## config.mk

```make
export PLATFORM = sky130hd
export DESIGN_NAME = status_interrupt_mailbox
export DESIGN_NICKNAME = d
export VERILOG_FILES = /design/src/shared/status_irq_pkg.sv /design/src/logic/status_interrupt_mailbox.sv
export SDC_FILE = /design/constraint.sdc
export NUM_CORES = 1
export LEC_CHECK = 0
export BUFFER_PORTS_ARGS = -buffer_cell sky130_fd_sc_hd__buf_2
export CORE_ASPECT_RATIO = 1.5
export CORE_UTILIZATION = 53
export DETAILED_ROUTE_END_ITERATION = 7
export PLACE_DENSITY = 0.81
export SLEW_MARGIN = 40
export SYNTH_ARGS = -nofsm -noshare
export SYNTH_HDL_FRONTEND = slang
export SYNTH_SLANG_ARGS = --single-unit
export TNS_END_PERCENT = 20
```

## constraint.sdc

```tcl
create_clock -name clock -period 2.2 [get_ports clock]
set_input_delay 0.44 -clock clock [delete_from_list [all_inputs] [get_ports clock]]
set_output_delay 0.44 -clock clock [all_outputs]
set_load 0.1 [all_outputs]
```

## src/shared/status_irq_pkg.sv

```systemverilog
`default_nettype none
package status_irq_pkg;

	// ==========================================
	// Register indices (byte address = 4 x index)
	localparam logic [7:0] IDX_MAILBOX_ONE = 8'h08;
	localparam logic [7:0] IDX_MAILBOX_TWO = 8'h09;
	localparam logic [7:0] IDX_MAILBOX_THREE = 8'h0a;
	localparam logic [7:0] IDX_PRIMARY = 8'h0b;
	localparam logic [7:0] IDX_SUBCODE_READ_DONE = 8'h14;
	localparam logic [7:0] IDX_SECONDARY_FLAGS = 8'h20;
	localparam logic [7:0] IDX_SECONDARY_MASK = 8'h21;

	// ==========================================
	// Bus shape
	localparam int ADDR_W = 10;
	localparam int DATA_W = 32;
	localparam int BE_W = 4;
	localparam int REG_W = 8;
	localparam int MAILBOXES = 3;
	localparam int LEVEL_SYNCS = 2;

	// ==========================================
	// Primary status bit positions, mailbox three revision bit and synchroniser slots
	localparam int BIT_MB_ONE = 7;
	localparam int BIT_MB_TWO = 6;
	localparam int BIT_MB_THREE = 5;
	localparam int BIT_PLL_LOCKED = 4;
	localparam int BIT_NEW_HEADER = 3;
	localparam int BIT_SPINDLE = 2;
	localparam int BIT_OVERRUN = 1;
	localparam int BIT_MB3_REVISION = 1;
	localparam int SYNC_PLL = 0;
	localparam int SYNC_SPINDLE = 1;

	// ==========================================
	// Reset values and fixed masks
	localparam logic [7:0] RESET_BYTE = 8'h00;
	localparam logic [7:0] PRIMARY_MASK_VALID = 8'hfe;
	localparam logic [31:0] READ_ZERO = 32'h0000_0000;

	// Hardware events from the encoder/decoder units, one-cycle pulses
	typedef struct packed {
		logic subcode_bank_flip;
		logic subcode_handshake_fail;
		logic subcode_underrun;
		logic q_subcode_written;
		logic pregroove_sync_found;
		logic sync_offset_too_big;
		logic new_header;
		logic buffer_overrun;
	} unit_events_s;

endpackage

`default_nettype wire
```

## src/logic/status_interrupt_mailbox.sv

```systemverilog
// Contract
// - Interrupt pin active low when any status bit and its enable are set.
// - Three byte-wide read/write mailboxes at indices 08, 09, 0A.
// - Primary status 7,6,5 set on mailbox change, cleared on reading that mailbox.
// - Optional revision forces mailbox three bit 1 to read zero.
// - Primary status bit 4 shows PLL lock live, unlatched.
// - Primary bit 3 set on new header, cleared reading subcode-read-done.
// - Primary status bit 2 shows spindle over-range live, unlatched.
// - Primary bit 1 latches buffer overrun; bit 0 reserved.
// - Index 0B reads primary status and writes primary interrupt mask.
// - Primary mask bits 7..1 gate matching status bits; bit 0 reserved.
// - Secondary flags at 20 are sticky, cleared by writing one.
// - Secondary bit 7 set on subcode bank flip.
// - Secondary bit 6 on handshake failure, bit 5 on subcode underrun.
// - Secondary bit 4 set when Q subcode sync written.
// - Secondary bit 3 set when pre-groove sync found.
// - Secondary bits 2 and 1 set on laser-on rise and fall.
// - Secondary bit 0 set when sync offset error exceeds two frames.
// - Write-only secondary mask at 21 gates matching secondary bits.
`timescale 1ns/10ps
`default_nettype none

module status_interrupt_mailbox #(
	parameter bit MB3_BIT1_READS_ZERO = 1'b0
) (
	input wire logic clock,
	input wire logic sys_rst,
	input wire logic clk_en,
	input wire logic [status_irq_pkg::ADDR_W-1:0] address,
	input wire logic read,
	input wire logic write,
	input wire logic [status_irq_pkg::DATA_W-1:0] writedata,
	input wire logic [status_irq_pkg::BE_W-1:0] byteenable,
	output logic [status_irq_pkg::DATA_W-1:0] readdata,
	output logic waitrequest,
	input wire status_irq_pkg::unit_events_s unit_events,
	input wire logic laser_on_level,
	input wire logic pll_locked_pin,
	input wire logic spindle_over_range_pin,
	output logic irq_n
);
	import status_irq_pkg::*;

	// ==========================================
	// Decoding helper
	function automatic logic hit(
		input logic [ADDR_W-1:0] addr,
		input logic [7:0] idx
	);
		hit = (addr[1:0] == 2'h0) && (addr[ADDR_W-1:2] == idx);
	endfunction

	localparam logic [MAILBOXES-1:0][7:0] MAILBOX_IDX = {
		IDX_MAILBOX_THREE,
		IDX_MAILBOX_TWO,
		IDX_MAILBOX_ONE
	};

	// ==========================================
	// Level synchronisers
	logic [LEVEL_SYNCS-1:0] level_pins;
	logic [LEVEL_SYNCS-1:0] level_sync;

	assign level_pins[SYNC_PLL] = pll_locked_pin;
	assign level_pins[SYNC_SPINDLE] = spindle_over_range_pin;

	// Both sources sit in analog or motor domains
	// Only the second stage feeds logic; the first may be metastable
	genvar g;
	generate
		for (g = 0; g < LEVEL_SYNCS; g++) begin : g_sync
			logic meta_reg;
			logic stable_reg;

			always_ff @(posedge clock) begin
				if (sys_rst) begin
					meta_reg <= 1'b0;
					stable_reg <= 1'b0;
				end else if (clk_en) begin
					meta_reg <= level_pins[g];
					stable_reg <= meta_reg;
				end
			end

			assign level_sync[g] = stable_reg;
		end
	endgenerate

	// ==========================================
	// Bus slave: one wait state, then answer
	logic wait_reg;
	logic wait_next;
	logic [DATA_W-1:0] rdata_reg;
	logic [DATA_W-1:0] rdata_next;
	logic act;
	logic wr;
	logic rd;

	// Effects fire on the request edge only; the answer cycle cannot repeat them
	always_comb begin
		act = (read || write) && wait_reg;
		wr = act && write && byteenable[0];
		rd = act && read;

		if (act) begin
			wait_next = 1'b0;
		end else begin
			wait_next = 1'b1;
		end
	end

	// ==========================================
	// Mailboxes and primary flags
	logic [MAILBOXES-1:0][REG_W-1:0] mb_reg;
	logic [MAILBOXES-1:0][REG_W-1:0] mb_next;
	logic [MAILBOXES-1:0] mb_chg_reg;
	logic [MAILBOXES-1:0] mb_chg_next;
	logic header_reg;
	logic header_next;
	logic overrun_reg;
	logic overrun_next;
	logic [REG_W-1:0] pmask_reg;
	logic [REG_W-1:0] pmask_next;

	logic [REG_W-1:0] primary_status;
	logic [REG_W-1:0] mb3_view;

	always_comb begin
		for (int i = 0; i < MAILBOXES; i++) begin
			if (wr && hit(address, MAILBOX_IDX[i])) begin
				mb_next[i] = writedata[REG_W-1:0];
			end else begin
				mb_next[i] = mb_reg[i];
			end
			// Rewriting the stored value raises no change flag
			// change flag, set beats read clear
			if (wr && hit(address, MAILBOX_IDX[i])
					&& (writedata[REG_W-1:0] != mb_reg[i])) begin
				mb_chg_next[i] = 1'b1;
			end else if (rd && hit(address, MAILBOX_IDX[i])) begin
				mb_chg_next[i] = 1'b0;
			end else begin
				mb_chg_next[i] = mb_chg_reg[i];
			end
		end

		// header flag, cleared by subcode-read-done read
		// Set wins, so a header landing on the clearing read survives
		if (unit_events.new_header) begin
			header_next = 1'b1;
		end else if (rd && hit(address, IDX_SUBCODE_READ_DONE)) begin
			header_next = 1'b0;
		end else begin
			header_next = header_reg;
		end

		// overrun latch, cleared when primary status is read
		// Only a status read or sys_rst can free this latch
		if (unit_events.buffer_overrun) begin
			overrun_next = 1'b1;
		end else if (rd && hit(address, IDX_PRIMARY)) begin
			overrun_next = 1'b0;
		end else begin
			overrun_next = overrun_reg;
		end

		// writes to 0B land in the mask
		// reserved enable bit kept at zero
		if (wr && hit(address, IDX_PRIMARY)) begin
			pmask_next = writedata[REG_W-1:0] & PRIMARY_MASK_VALID;
		end else begin
			pmask_next = pmask_reg;
		end
	end

	always_comb begin
		primary_status = RESET_BYTE;
		primary_status[BIT_MB_ONE] = mb_chg_reg[0];
		primary_status[BIT_MB_TWO] = mb_chg_reg[1];
		primary_status[BIT_MB_THREE] = mb_chg_reg[2];
		primary_status[BIT_PLL_LOCKED] = level_sync[SYNC_PLL];
		primary_status[BIT_NEW_HEADER] = header_reg;
		primary_status[BIT_SPINDLE] = level_sync[SYNC_SPINDLE];
		primary_status[BIT_OVERRUN] = overrun_reg;
		// Reserved bit 0 keeps the zero default

		// revision strap on mailbox three readback
		mb3_view = mb_reg[2];
		if (MB3_BIT1_READS_ZERO) begin
			mb3_view[BIT_MB3_REVISION] = 1'b0;
		end
	end

	// ==========================================
	// Secondary event flags
	logic laser_prev_reg;
	logic laser_prev_next;
	logic [REG_W-1:0] sflags_reg;
	logic [REG_W-1:0] sflags_next;
	logic [REG_W-1:0] smask_reg;
	logic [REG_W-1:0] smask_next;

	logic [REG_W-1:0] sset;
	logic [REG_W-1:0] sclr;

	always_comb begin
		// Same-clock level, so no synchroniser; reset matches its idle low
		laser_prev_next = laser_on_level;

		sset[7] = unit_events.subcode_bank_flip;
		sset[6] = unit_events.subcode_handshake_fail;
		sset[5] = unit_events.subcode_underrun;
		sset[4] = unit_events.q_subcode_written;
		sset[3] = unit_events.pregroove_sync_found;
		sset[2] = laser_on_level && !laser_prev_reg;
		sset[1] = !laser_on_level && laser_prev_reg;
		sset[0] = unit_events.sync_offset_too_big;

		if (wr && hit(address, IDX_SECONDARY_FLAGS)) begin
			sclr = writedata[REG_W-1:0];
		end else begin
			sclr = RESET_BYTE;
		end

		sflags_next = sset | (sflags_reg & ~sclr);

		// write-only secondary mask
		// Never read back; the read mux returns zero for it
		if (wr && hit(address, IDX_SECONDARY_MASK)) begin
			smask_next = writedata[REG_W-1:0];
		end else begin
			smask_next = smask_reg;
		end
	end

	// ==========================================
	// Interrupt pin
	logic irq_n_reg;
	logic irq_n_next;
	logic primary_hit;
	logic secondary_hit;

	// Registered so decode hazards never glitch the pin
	always_comb begin
		// inverted OR of status AND enable
		primary_hit = |(primary_status & pmask_reg);
		secondary_hit = |(sflags_reg & smask_reg);
		irq_n_next = !(primary_hit || secondary_hit);
	end

	// ==========================================
	// Read mux
	// Registered, so data stand exactly in the answer cycle
	always_comb begin
		rdata_next = READ_ZERO;
		if (rd) begin
			if (hit(address, IDX_MAILBOX_ONE)) begin
				rdata_next[REG_W-1:0] = mb_reg[0];
			end else if (hit(address, IDX_MAILBOX_TWO)) begin
				rdata_next[REG_W-1:0] = mb_reg[1];
			end else if (hit(address, IDX_MAILBOX_THREE)) begin
				rdata_next[REG_W-1:0] = mb3_view;
			end else if (hit(address, IDX_PRIMARY)) begin
				rdata_next[REG_W-1:0] = primary_status;
			end else if (hit(address, IDX_SECONDARY_FLAGS)) begin
				rdata_next[REG_W-1:0] = sflags_reg;
			end else if (hit(address, IDX_SUBCODE_READ_DONE)) begin
				// Only its side effect on primary bit 3 matters
				rdata_next = READ_ZERO;
			end else begin
				// The secondary mask and unmapped indices read as zero
				rdata_next = READ_ZERO;
			end
		end
	end

	// ==========================================
	// State registers
	// Clock enable low holds everything, bus answer included
	always_ff @(posedge clock) begin
		if (sys_rst) begin
			wait_reg <= 1'b1;
			rdata_reg <= READ_ZERO;
		end else if (clk_en) begin
			wait_reg <= wait_next;
			rdata_reg <= rdata_next;
		end
	end

	always_ff @(posedge clock) begin
		if (sys_rst) begin
			mb_reg <= '0;
			mb_chg_reg <= '0;
			header_reg <= 1'b0;
			overrun_reg <= 1'b0;
			pmask_reg <= RESET_BYTE;
		end else if (clk_en) begin
			mb_reg <= mb_next;
			mb_chg_reg <= mb_chg_next;
			header_reg <= header_next;
			overrun_reg <= overrun_next;
			pmask_reg <= pmask_next;
		end
	end

	always_ff @(posedge clock) begin
		if (sys_rst) begin
			laser_prev_reg <= 1'b0;
			sflags_reg <= RESET_BYTE;
			smask_reg <= RESET_BYTE;
		end else if (clk_en) begin
			laser_prev_reg <= laser_prev_next;
			sflags_reg <= sflags_next;
			smask_reg <= smask_next;
		end
	end

	always_ff @(posedge clock) begin
		if (sys_rst) begin
			irq_n_reg <= 1'b1;
		end else if (clk_en) begin
			irq_n_reg <= irq_n_next;
		end
	end

	assign readdata = rdata_reg;
	assign waitrequest = wait_reg;
	assign irq_n = irq_n_reg;

endmodule

`default_nettype wire

```

==> results.md, run 1 <==
- Outcome: finished, final reports clean
- Max reg flops: 16
- Most frequent cells after synthesis: dfxtp_1 (67), nor2_1 (42), mux2i_1 (36)
- Maximum clock frequency: 528 MHz
- CTS tree: built
- Core Region: 0.00649 mm^2
- IO Pins: 96
- Cell Area, Synth: 0.00354 mm^2
- Num CTS Buffers: 9
- Critical Path RT: 2.45 ns
- Die Span Y: 102 um
- Largest net degree at the start of global routing: 44
- Setup repair bufs after CTS: 0
- Antenna-violating nets left: 0
- Placed instance count: 526
- Yosys top cell area share: 37.9%
- Gr ovfl total: 0
- Final setup vio count: 0
- Critical Path, Cell by Cell: buf_2 > or4_4 > or4_1 > buf_4 > mux2i_1 > nor2_1
- Residual DRC: 0
- Routed wire length: 9890 um
- Layout cells sized above 1: 18.7%
- WP depth: 6
- Pleak: 1.77 nW
- Die area: 0.00702 mm^2
- HP Class: input pin to flop
- Crit-path max FO: 8
- DP Area: 0.00383 mm^2
- Worst hold path depth: 3
- Vias/cell: 5.96
- Area grow syn2layout: 14.3%
- Die width: 68.7 um
- Port Buffers: 44
- Reg2reg start: waitrequest
- Setup crit start kind: input pin
- R2R depth: 5
- WS Path Type: input pin to flop
- CTS max path bufs: 2
- Clock sink total: 67
- Seq/Total Area, Yosys: 37.9%
- Vias in the first global route: 2945
- Worst IR Drop VDD: 0.000520 V
- Cell area after layout: 0.00405 mm^2
- #FFs+latches synth: 67
- Detailed Place HPWL: 7000 um
- Syn Area/Cell: 8.55 um^2
- Hold wc startpoint: spindle_over_range_pin
- Min Tclk post-route: 1.90 ns
- Routed via count: 3228
- Slew @ Worst Pin: 0.801 ns
- Fin. max-slew vios: 0
- Final period utilization: 86.2%
- Hold_buf cts: 0
- Final setup margin: 0.304 ns
- Yosys cell types: 43
- Antenna violations before repair: 0
- Wire per inst: 18.2 um
- Slew HR: 46.6%
- Final hold vios: 0
- CP delay by family, top: simple AND/OR/NAND/NOR gates
- Initial Util: 54.6%
- DRT Pass-1 Iters: 5
- Post-Syn Instances: 414
- Clock slew at reported path FFs: 0.07 ns
- N_diodes: 0
- Worst-Skew Late Latency: 0.36 ns
- RSZ-0062 raised after global routing: false
- Clock Tree Root: clkbuf_8
- Setup WS pre-CTS: -0.0448 ns
- PostCTS Resize Cnt: 0
- Global-route wire length before repair: 15200 um
- Primary FF master, synth: dfxtp_1
- Final core occ: 62.4%
- Most frequent cell after synthesis: dfxtp_1
- Worst Path Arrival: 2.14 ns
- Iteration-0 DRC Markers: 242
- Synth area leader: dfxtp_1
- Hold slack final: 0.311 ns
- GRT Overall Usage: 30.5%
- # nets final: 523
- Crit path largest cell delay: 0.59 ns
- Number of synthesized flops with an enable pin: 0
- Worst Path Buf+Inv: 2
- H-Tree Depth: 3
- Clock Skew: 0.00697 ns
- Max Cap Viol: 0
- CP endpoint kind: flop
- Finished Layout Cells: 542
- Synth warn: 0
- Worst path slowest cell: or4_1
- Gpl congestion: 0.956
- Cell row count: 36
- P per Cell Area: 699 mW/mm^2
- Asr flop ratio synth: 0%
- Top cells by area, synth: dfxtp_1 (38%), mux2i_1 (10%), buf_4 (5.3%)
- CP startpoint: address[4]
layout by cell type, fill, tap and decap left out, types with 2 or more instances in the layout:
| cell type | Yosys | final |
|---|---|---|
| dfxtp_1 | 67 | 66 |
| buf_2 | 2 | 44 |
| nor2_1 | 42 | 42 |
| mux2i_1 | 36 | 36 |
| o21ai_0 | 35 | 35 |
| conb_1 | 1 | 24 |
| buf_4 | 25 | 24 |
| a21oi_1 | 20 | 20 |
| nand2_1 | 16 | 16 |
| nand4_1 | 16 | 16 |
| xor2_1 | 12 | 12 |
| xnor2_1 | 12 | 12 |
| nand2b_1 | 11 | 11 |
| nand3_1 | 11 | 11 |
| inv_1 | 11 | 11 |
| clkbuf_8 | 0 | 10 |
| a22o_1 | 9 | 9 |
| a221oi_1 | 9 | 9 |
| a21boi_0 | 7 | 7 |
| o2111ai_1 | 7 | 7 |
| nor4_1 | 6 | 5 |
| a22oi_1 | 5 | 5 |
| nor2b_1 | 2 | 2 |
| nor4_2 | 1 | 2 |
| or4_1 | 2 | 2 |
| nor3_1 | 2 | 2 |
| a41o_1 | 2 | 2 |
| o31ai_1 | 2 | 2 |
| nand3b_1 | 2 | 2 |
| bufinv_16 | 0 | 2 |
| clkbuf_1 | 26 | 2 |
through the flow:
step	total power [mW]	setup TNS, ns
after global routing	2.92	0
after detailed placement	1.70	-0.114
after floorplan	1.63	0
final	2.83	0
after CTS	2.83	0
after global placement	1.69	0
per-layer routing:
layer	vias up	routed length (um)	global-route usage, %
met2	129	4970	49.2
li1	1535	-	-
met5	-	0	0
met3	40	522	6.36
met1	1524	3870	35.7
met4	0	525	19.5
final cells by class:
cell class	instances	area (um^2)
inverter	11	41.3
multi-input combinational	304	1950
tap	76	95.1
sequential	67	1340
timing repair buffer	68	400
clock buffer	12	145
clock inverter	4	73.8
fill	581	2440
tightest hold or removal path: cells and delay by family:
family	cells	cell delay (ns)
buf+inv	1	0.07
simple gates	1	0.07
mux	1	0.05
power breakdown:
part           internal, mW  total (mW)  leakage [nW]  switching, mW
sequential             1.23        1.25         0.542         0.0186
clock                 0.670        1.15         0.111          0.482
combinational        0.0849       0.429          1.12          0.344
final timing paths:
kind / end / slack [ns]
hold / removal: g_sync[1].meta_reg / 0.31
setup reg to reg: mb_reg[15] / 0.35
setup / recovery: mb_reg[15] / 0.30
hold reg to reg: smask_reg[4] / 0.48
logic make-up after synthesis:
| kind of cell | Yosys count | share of synthesized area (%) |
|---|---|---|
| and+or+nand+nor | 120 | 17.7 |
| AOI/OAI and AO/OA | 100 | 18.4 |
| DFF | 67 | 37.9 |
| buffers and inverters | 66 | 9.72 |
| muxes | 36 | 10.2 |
| xor gates and xnor gates | 24 | 5.94 |
| other | 1 | 0.106 |
Note: power is estimated with default switching activity, not from simulation.
==> inputs of run 2 (changes only) <==
- RECOVER_POWER: default -> 25
==> run 2 against run 1 <==
  * Core utilization fell by 0.077 points
  * Die area did not move
  * Worst hold slack improved by 0.0018 ns
  * Wire length rose by 0.16%
  * Setup slack got worse by 0.034 ns
  * Cell count did not move
  * Non-clock buffer count did not move
  * Total power barely moved
  * Flip-flop and latch count did not move
  * Critical path type unchanged
  * Critical endpoint unchanged
==> results.md, run 2 (synthesis results as in run 1) <==
- Outcome: finished, final reports clean
- Register-to-Register Setup Slack: 0.34 ns (about the same)
- Final hold vios: 0 (unchanged)
- Crit-path max FO: 13 (+5)
- CP endpoint kind: flop
- Reg2reg end: mb_reg[15]
- WS Path Type: input pin to flop
- Die width: 68.7 um (unchanged)
- Slew HR: 47.3% (+0.63 points)
- CTS tree: built
- Min Tclk post-route: 1.93 ns (+0.0344 ns)
- Reg2reg start: waitrequest
- CTS max path bufs: 2 (unchanged)
- Final setup vio count: 0 (unchanged)
- Hold wc startpoint: spindle_over_range_pin
- RSZ-0062 raised after global routing: false
- Die Span Y: 102 um (unchanged)
- Storage element area: 0.00134 mm^2 (unchanged)
- Core Region: 0.00649 mm^2 (unchanged)
- Fillers: 582 (+0.17%)
- Leading cell type in the layout, fill and taps excluded: dfxtp_1
- Antenna-violating nets left: 0 (unchanged)
- Setup crit start kind: input pin
- Total chip power: 2.83 mW (about the same)
- P per Cell Area: 700 mW/mm^2 (about the same)
- Clock Skew: 0.00692 ns (-0.0000429 ns)
- Worst Hold End: g_sync[1].meta_reg
- DRT Pass-1 Iters: 5 (unchanged)
- PostCTS Resize Cnt: 0 (unchanged)
- Area grow syn2layout: 14.1%
- Multi-input logic area: 0.00195 mm^2 (unchanged)
- Largest net degree at the start of global routing: 44 (unchanged)
- Critical Path RT: 2.45 ns (about the same)
- Worst-Skew Late Latency: 0.36 ns (about the same)
- Routed wire length: 9900 um (+0.16%)
- Num CTS Buffers: 9 (unchanged)
- Layout cells sized above 1: 18.2% (-0.43 points)
- Wire per inst: 18.3 um (+0.16%)
- Worst Path Arrival: 2.18 ns (+0.04 ns)
- HP Class: input pin to flop
- Pleak: 1.76 nW (-0.37%)
- Max reg flops: 16 (unchanged)
- Most frequent cells in the layout: dfxtp_1 (66), nor2_1 (42), buf_2 (40)
- Global-route wire length before repair: 15200 um (unchanged)
- Final core occ: 62.3% (-0.077 points)
- Hold slack final: 0.313 ns (+0.00180 ns)
- Initial Util: 54.6% (unchanged)
- Clock Tree Root: clkbuf_8
- Final period utilization: 87.7% (+1.6 points)
- N_diodes: 0 (unchanged)
- Cell row count: 36 (unchanged)
- Clock slew at reported path FFs: 0.07 ns (about the same)
- H-Tree Depth: 3 (unchanged)
- Residual DRC: 0 (unchanged)
- Maximum clock frequency: 518 MHz (-1.8%)
- Clock sink total: 67 (unchanged)
- Max Cap Viol: 0 (unchanged)
- Hold_buf cts: 0 (unchanged)
- Antenna violations before repair: 0 (unchanged)
- Fin. max-slew vios: 0 (unchanged)
- GRT Overall Usage: 30.5% (unchanged)
- IO Pins: 96 (unchanged)
- Vias/cell: 5.95 (-0.15%)
- Cell area after layout: 0.00404 mm^2 (-0.12%)
- DP Area: 0.00383 mm^2 (unchanged)
- Die area: 0.00702 mm^2 (unchanged)
- R2R depth: 5 (unchanged)
- Setup WS pre-CTS: -0.0448 ns (unchanged)
- Setup repair bufs after CTS: 0 (unchanged)
- Detailed Place HPWL: 7000 um (unchanged)
- # nets final: 523 (unchanged)
- Worst IR Drop VDD: 0.000515 V (-0.98%)
- Gpl congestion: 0.956 (unchanged)
- Final setup margin: 0.270 ns (-0.0343 ns)
- Gr ovfl total: 0 (unchanged)
- Slew @ Worst Pin: 0.791 ns (-0.00948 ns)
- Routed via count: 3223 (-0.15%)
- Worst hold path depth: 3 (unchanged)
- Iteration-0 DRC Markers: 195 (-19%)
- Port Buffers: 44 (unchanged)
- Vias in the first global route: 2945 (unchanged)
[run 2: cell types whose count changed in the layout (fill, tap and decap cells not counted)]
cell	before	now
clkbuf_2	0	3
clkbuf_1	2	4
buf_2	44	40
buf_4	24	23
[run 2: power by group]
group	internal, mW	total [mW]	switching (mW)
registers	1.23	1.25	0.0189
logic	0.0846	0.429	0.344
clock network	0.670	1.15	0.480
total	1.99	2.83	0.844
[run 2: final cells by class]
| class | instances | area share (%) |
|---|---|---|
| Clock buffer | 12 | 3.59 |
| Multi-Input combinational cell | 304 | 48.2 |
| Tap cell | 76 | 2.35 |
| Timing Repair Buffer | 68 | 9.78 |
| Inverter | 11 | 1.02 |
| Clock inverter | 4 | 1.83 |
| Sequential cell | 67 | 33.2 |
[run 2: how the worst max path moves through the flow]
| stage | endpoint | cells past startpoint | from | slack, ns |
|---|---|---|---|---|
| CTS | mb_reg[15] | 6 | address[4] | 0.31 |
| finish | mb_reg[15] | 6 | address[2] | 0.27 |
| floorplan | mb_chg_reg[1] | 5 | address[4] | 0.16 |
| global placement | mb_reg[8] | 6 | address[4] | 0.03 |
| detailed placement | mb_reg[15] | 6 | address[4] | -0.04 |
| global route | mb_reg[8] | 6 | address[2] | 0.19 |
[run 2: per-stage QoR]
stage | std cells | setup TNS (ns)
floorplan | 437 | 0
global placement | 526 | 0
detailed placement | 526 | -0.114
CTS | 542 | 0
global route | 542 | 0
finish | 542 | 0
[run 2: critical path, cell delays in order]
cell and delay, ns:
clkbuf_1 0.44, nand2b_1 0.25, or4_1 0.57, buf_4 0.22, mux2i_1 0.18, nor2_1 0.08
[run 2: layer usage]
metal  share of wire [%]  global-route usage [%]
met5                   0                       0
met4                 5.1                    19.5
met3                 4.7                    6.36
met2                  50                    49.2
met1                  40                    35.7
==> inputs of run 3 (changes only) <==
- BUFFER_PORTS_ARGS: -buffer_cell sky130_fd_sc_hd__buf_2 -> default
- CORE_UTILIZATION: 53 -> 55
- DONT_BUFFER_PORTS: default -> 1
- PLACE_DENSITY: 0.81 -> 0.7
==> run 3 against run 2 <==
  * Register-to-register slack worse by 0.05 ns
  * Wire length down 6.6%
  * Maximum frequency up 0.91%
  * Critical endpoint is now smask_reg[3]
  * Largest cell class unchanged
  * Largest power group unchanged
  * Highest routed layer unchanged
==> results.md, run 3 (synthesis results as in run 1) <==
- Antenna-violating nets left: 0 (unchanged)
- CTS tree: built
- P per Cell Area: 687 mW/mm^2 (-1.8%)
- Hold slack final: 0.164 ns (-0.150 ns)
- HP Class: input pin to flop
- GRT Overall Usage: 29.7% (-0.76 points)
- Reg2reg start: waitrequest
- Vias/cell: 6.13 (+3.1%)
- Wire per inst: 18.7 um (+2.3%)
- Setup crit start kind: flop
- Die Span Y: 100 um (-1.8%)
- Worst IR Drop VDD: 0.000506 V (-1.7%)
- Leading cell type in the layout, fill and taps excluded: dfxtp_1
- Initial Util: 57.3% (+2.8 points)
- TNS Setup: 0 ns (unchanged)
- Maximum clock frequency: 523 MHz (+0.91%)
- Most frequent cells in the layout: dfxtp_1 (67), nor2_1 (42), mux2i_1 (36)
- H-Tree Depth: 3 (unchanged)
- Clock Skew: 0.0157 ns (+0.00878 ns)
- Core Region: 0.00617 mm^2 (-4.8%)
- Outcome: finished, final reports clean
- Slew @ Worst Pin: 0.622 ns (-0.169 ns)
- Final setup vio count: 0 (unchanged)
- Clock Tree Root: clkbuf_8
- Pleak: 1.57 nW (-11%)
- CTS max path bufs: 2 (unchanged)
- Crit-path max FO: 8 (-5)
- Largest net degree at the start of global routing: 69 (+57%)
- Max reg flops: 16 (unchanged)
- Cell row count: 35 (-2.8%)
- Fin. max-slew vios: 0 (unchanged)
- Clock slew at reported path FFs: 0.08 ns (about the same)
- Fillers: 571 (-1.9%)
- Vias in the first global route: 2893 (-1.8%)
- # nets final: 478 (-8.6%)
- Storage element area: 0.00134 mm^2 (about the same)
- Multi-input logic area: 0.00195 mm^2 (unchanged)
- Setup WS pre-CTS: 0.114 ns (+0.159 ns)
- Die area: 0.00677 mm^2 (-3.5%)
- Min Tclk post-route: 1.91 ns (-0.0173 ns)
- Final period utilization: 86.9% (-0.79 points)
- Total chip power: 2.60 mW (-8.0%)
- RSZ-0062 raised after global routing: false
- Port Buffers: 0 (-100%)
- Worst Path Arrival: 2.13 ns (-0.05 ns)
- Antenna violations before repair: 0 (unchanged)
- WS Path Type: flop to flop
- Gpl congestion: 0.943 (-1.3%)
- Routed via count: 3036 (-5.8%)
- Layout cells sized above 1: 9.98% (-8.3 points)
- Residual DRC: 0 (unchanged)
- Hold wc startpoint: sys_rst
- N_diodes: 0 (unchanged)
- Final hold vios: 0 (unchanged)
- Die width: 67.5 um (-1.8%)
- Slew HR: 58.5% (+11 points)
- Num CTS Buffers: 9 (unchanged)
- Final setup margin: 0.287 ns (+0.0173 ns)
- IO Pins: 96 (unchanged)
- Global-route wire length before repair: 14600 um (-3.5%)
- Area grow syn2layout: 6.96%
- DRT Pass-1 Iters: 5 (unchanged)
- PostCTS Resize Cnt: 0 (unchanged)
- Gr ovfl total: 0 (unchanged)
- Detailed Place HPWL: 6740 um (-3.7%)
- Clock sink total: 67 (unchanged)
- Critical Path RT: 2.42 ns (-0.03 ns)
- Worst-Skew Late Latency: 0.34 ns (-0.02 ns)
- Hold_buf cts: 0 (unchanged)
- Iteration-0 DRC Markers: 217 (+11%)
- Routed wire length: 9250 um (-6.6%)
- CP endpoint kind: flop
- Max Cap Viol: 0 (unchanged)
- CP startpoint: waitrequest
- Setup repair bufs after CTS: 0 (unchanged)
## run 3: cell count changes in the layout (fill, tap and decap cells not counted), sizes merged
| cell | previous run | this run |
|---|---|---|
| clkinvlp | 0 | 1 |
| buf | 63 | 19 |
| bufinv | 2 | 1 |
| clkinv | 2 | 4 |
| clkbuf | 17 | 14 |
## run 3: report_power, final
part	internal [mW]	leakage, nW	total, mW	switching (mW)
combinational	0.0544	0.928	0.311	0.257
sequential	1.23	0.543	1.25	0.0175
clock	0.554	0.102	1.04	0.490
## run 3: layout make-up
| class | count | share of cell area (%) |
|---|---|---|
| timing repair buffer | 23 | 4.26 |
| clock inverter | 6 | 1.72 |
| multi-input combinational | 304 | 51.4 |
| tap | 74 | 2.44 |
| clock buffer | 10 | 3.63 |
| sequential | 67 | 35.4 |
| inverter | 11 | 1.09 |
## run 3: worst max-delay path, stage by stage (launching register included)
cell,delay [ns]
dfxtp_1,0.43
nand4_1,0.31
or4_1,0.72
o21ai_0,0.24
a21oi_1,0.09
## run 3: metrics by stage
| step | utilization, % | instances | cell area (um^2) |
|---|---|---|---|
| 6_report | 61.3 | 495 | 3790 |
| 4_1_cts | 61.5 | 495 | 3800 |
| 3_3_place_gp | 58.3 | 479 | 3600 |
| 5_1_grt | 61.3 | 495 | 3790 |
| 2_1_floorplan | - | 437 | 3630 |
| 3_5_place_dp | 58.3 | 479 | 3600 |
## run 3: worst paths after layout
| path | depth (start not counted) | slack [ns] | to |
|---|---|---|---|
| worst min register to register | 2 | 0.47 | smask_reg[5] |
| worst max register to register | 4 | 0.29 | smask_reg[3] |
| worst min-delay path | 1 | 0.16 | mb_reg[15] |
| worst max-delay path | 4 | 0.29 | smask_reg[3] |
## run 3: metal layers
metal	GRT usage, %	up-vias	share of wire [%]
met5	0	-	0
met4	22.1	0	6.2
met3	4.32	40	6.7
met2	48.7	133	49
met1	33.6	1419	38
li1	-	1444	-
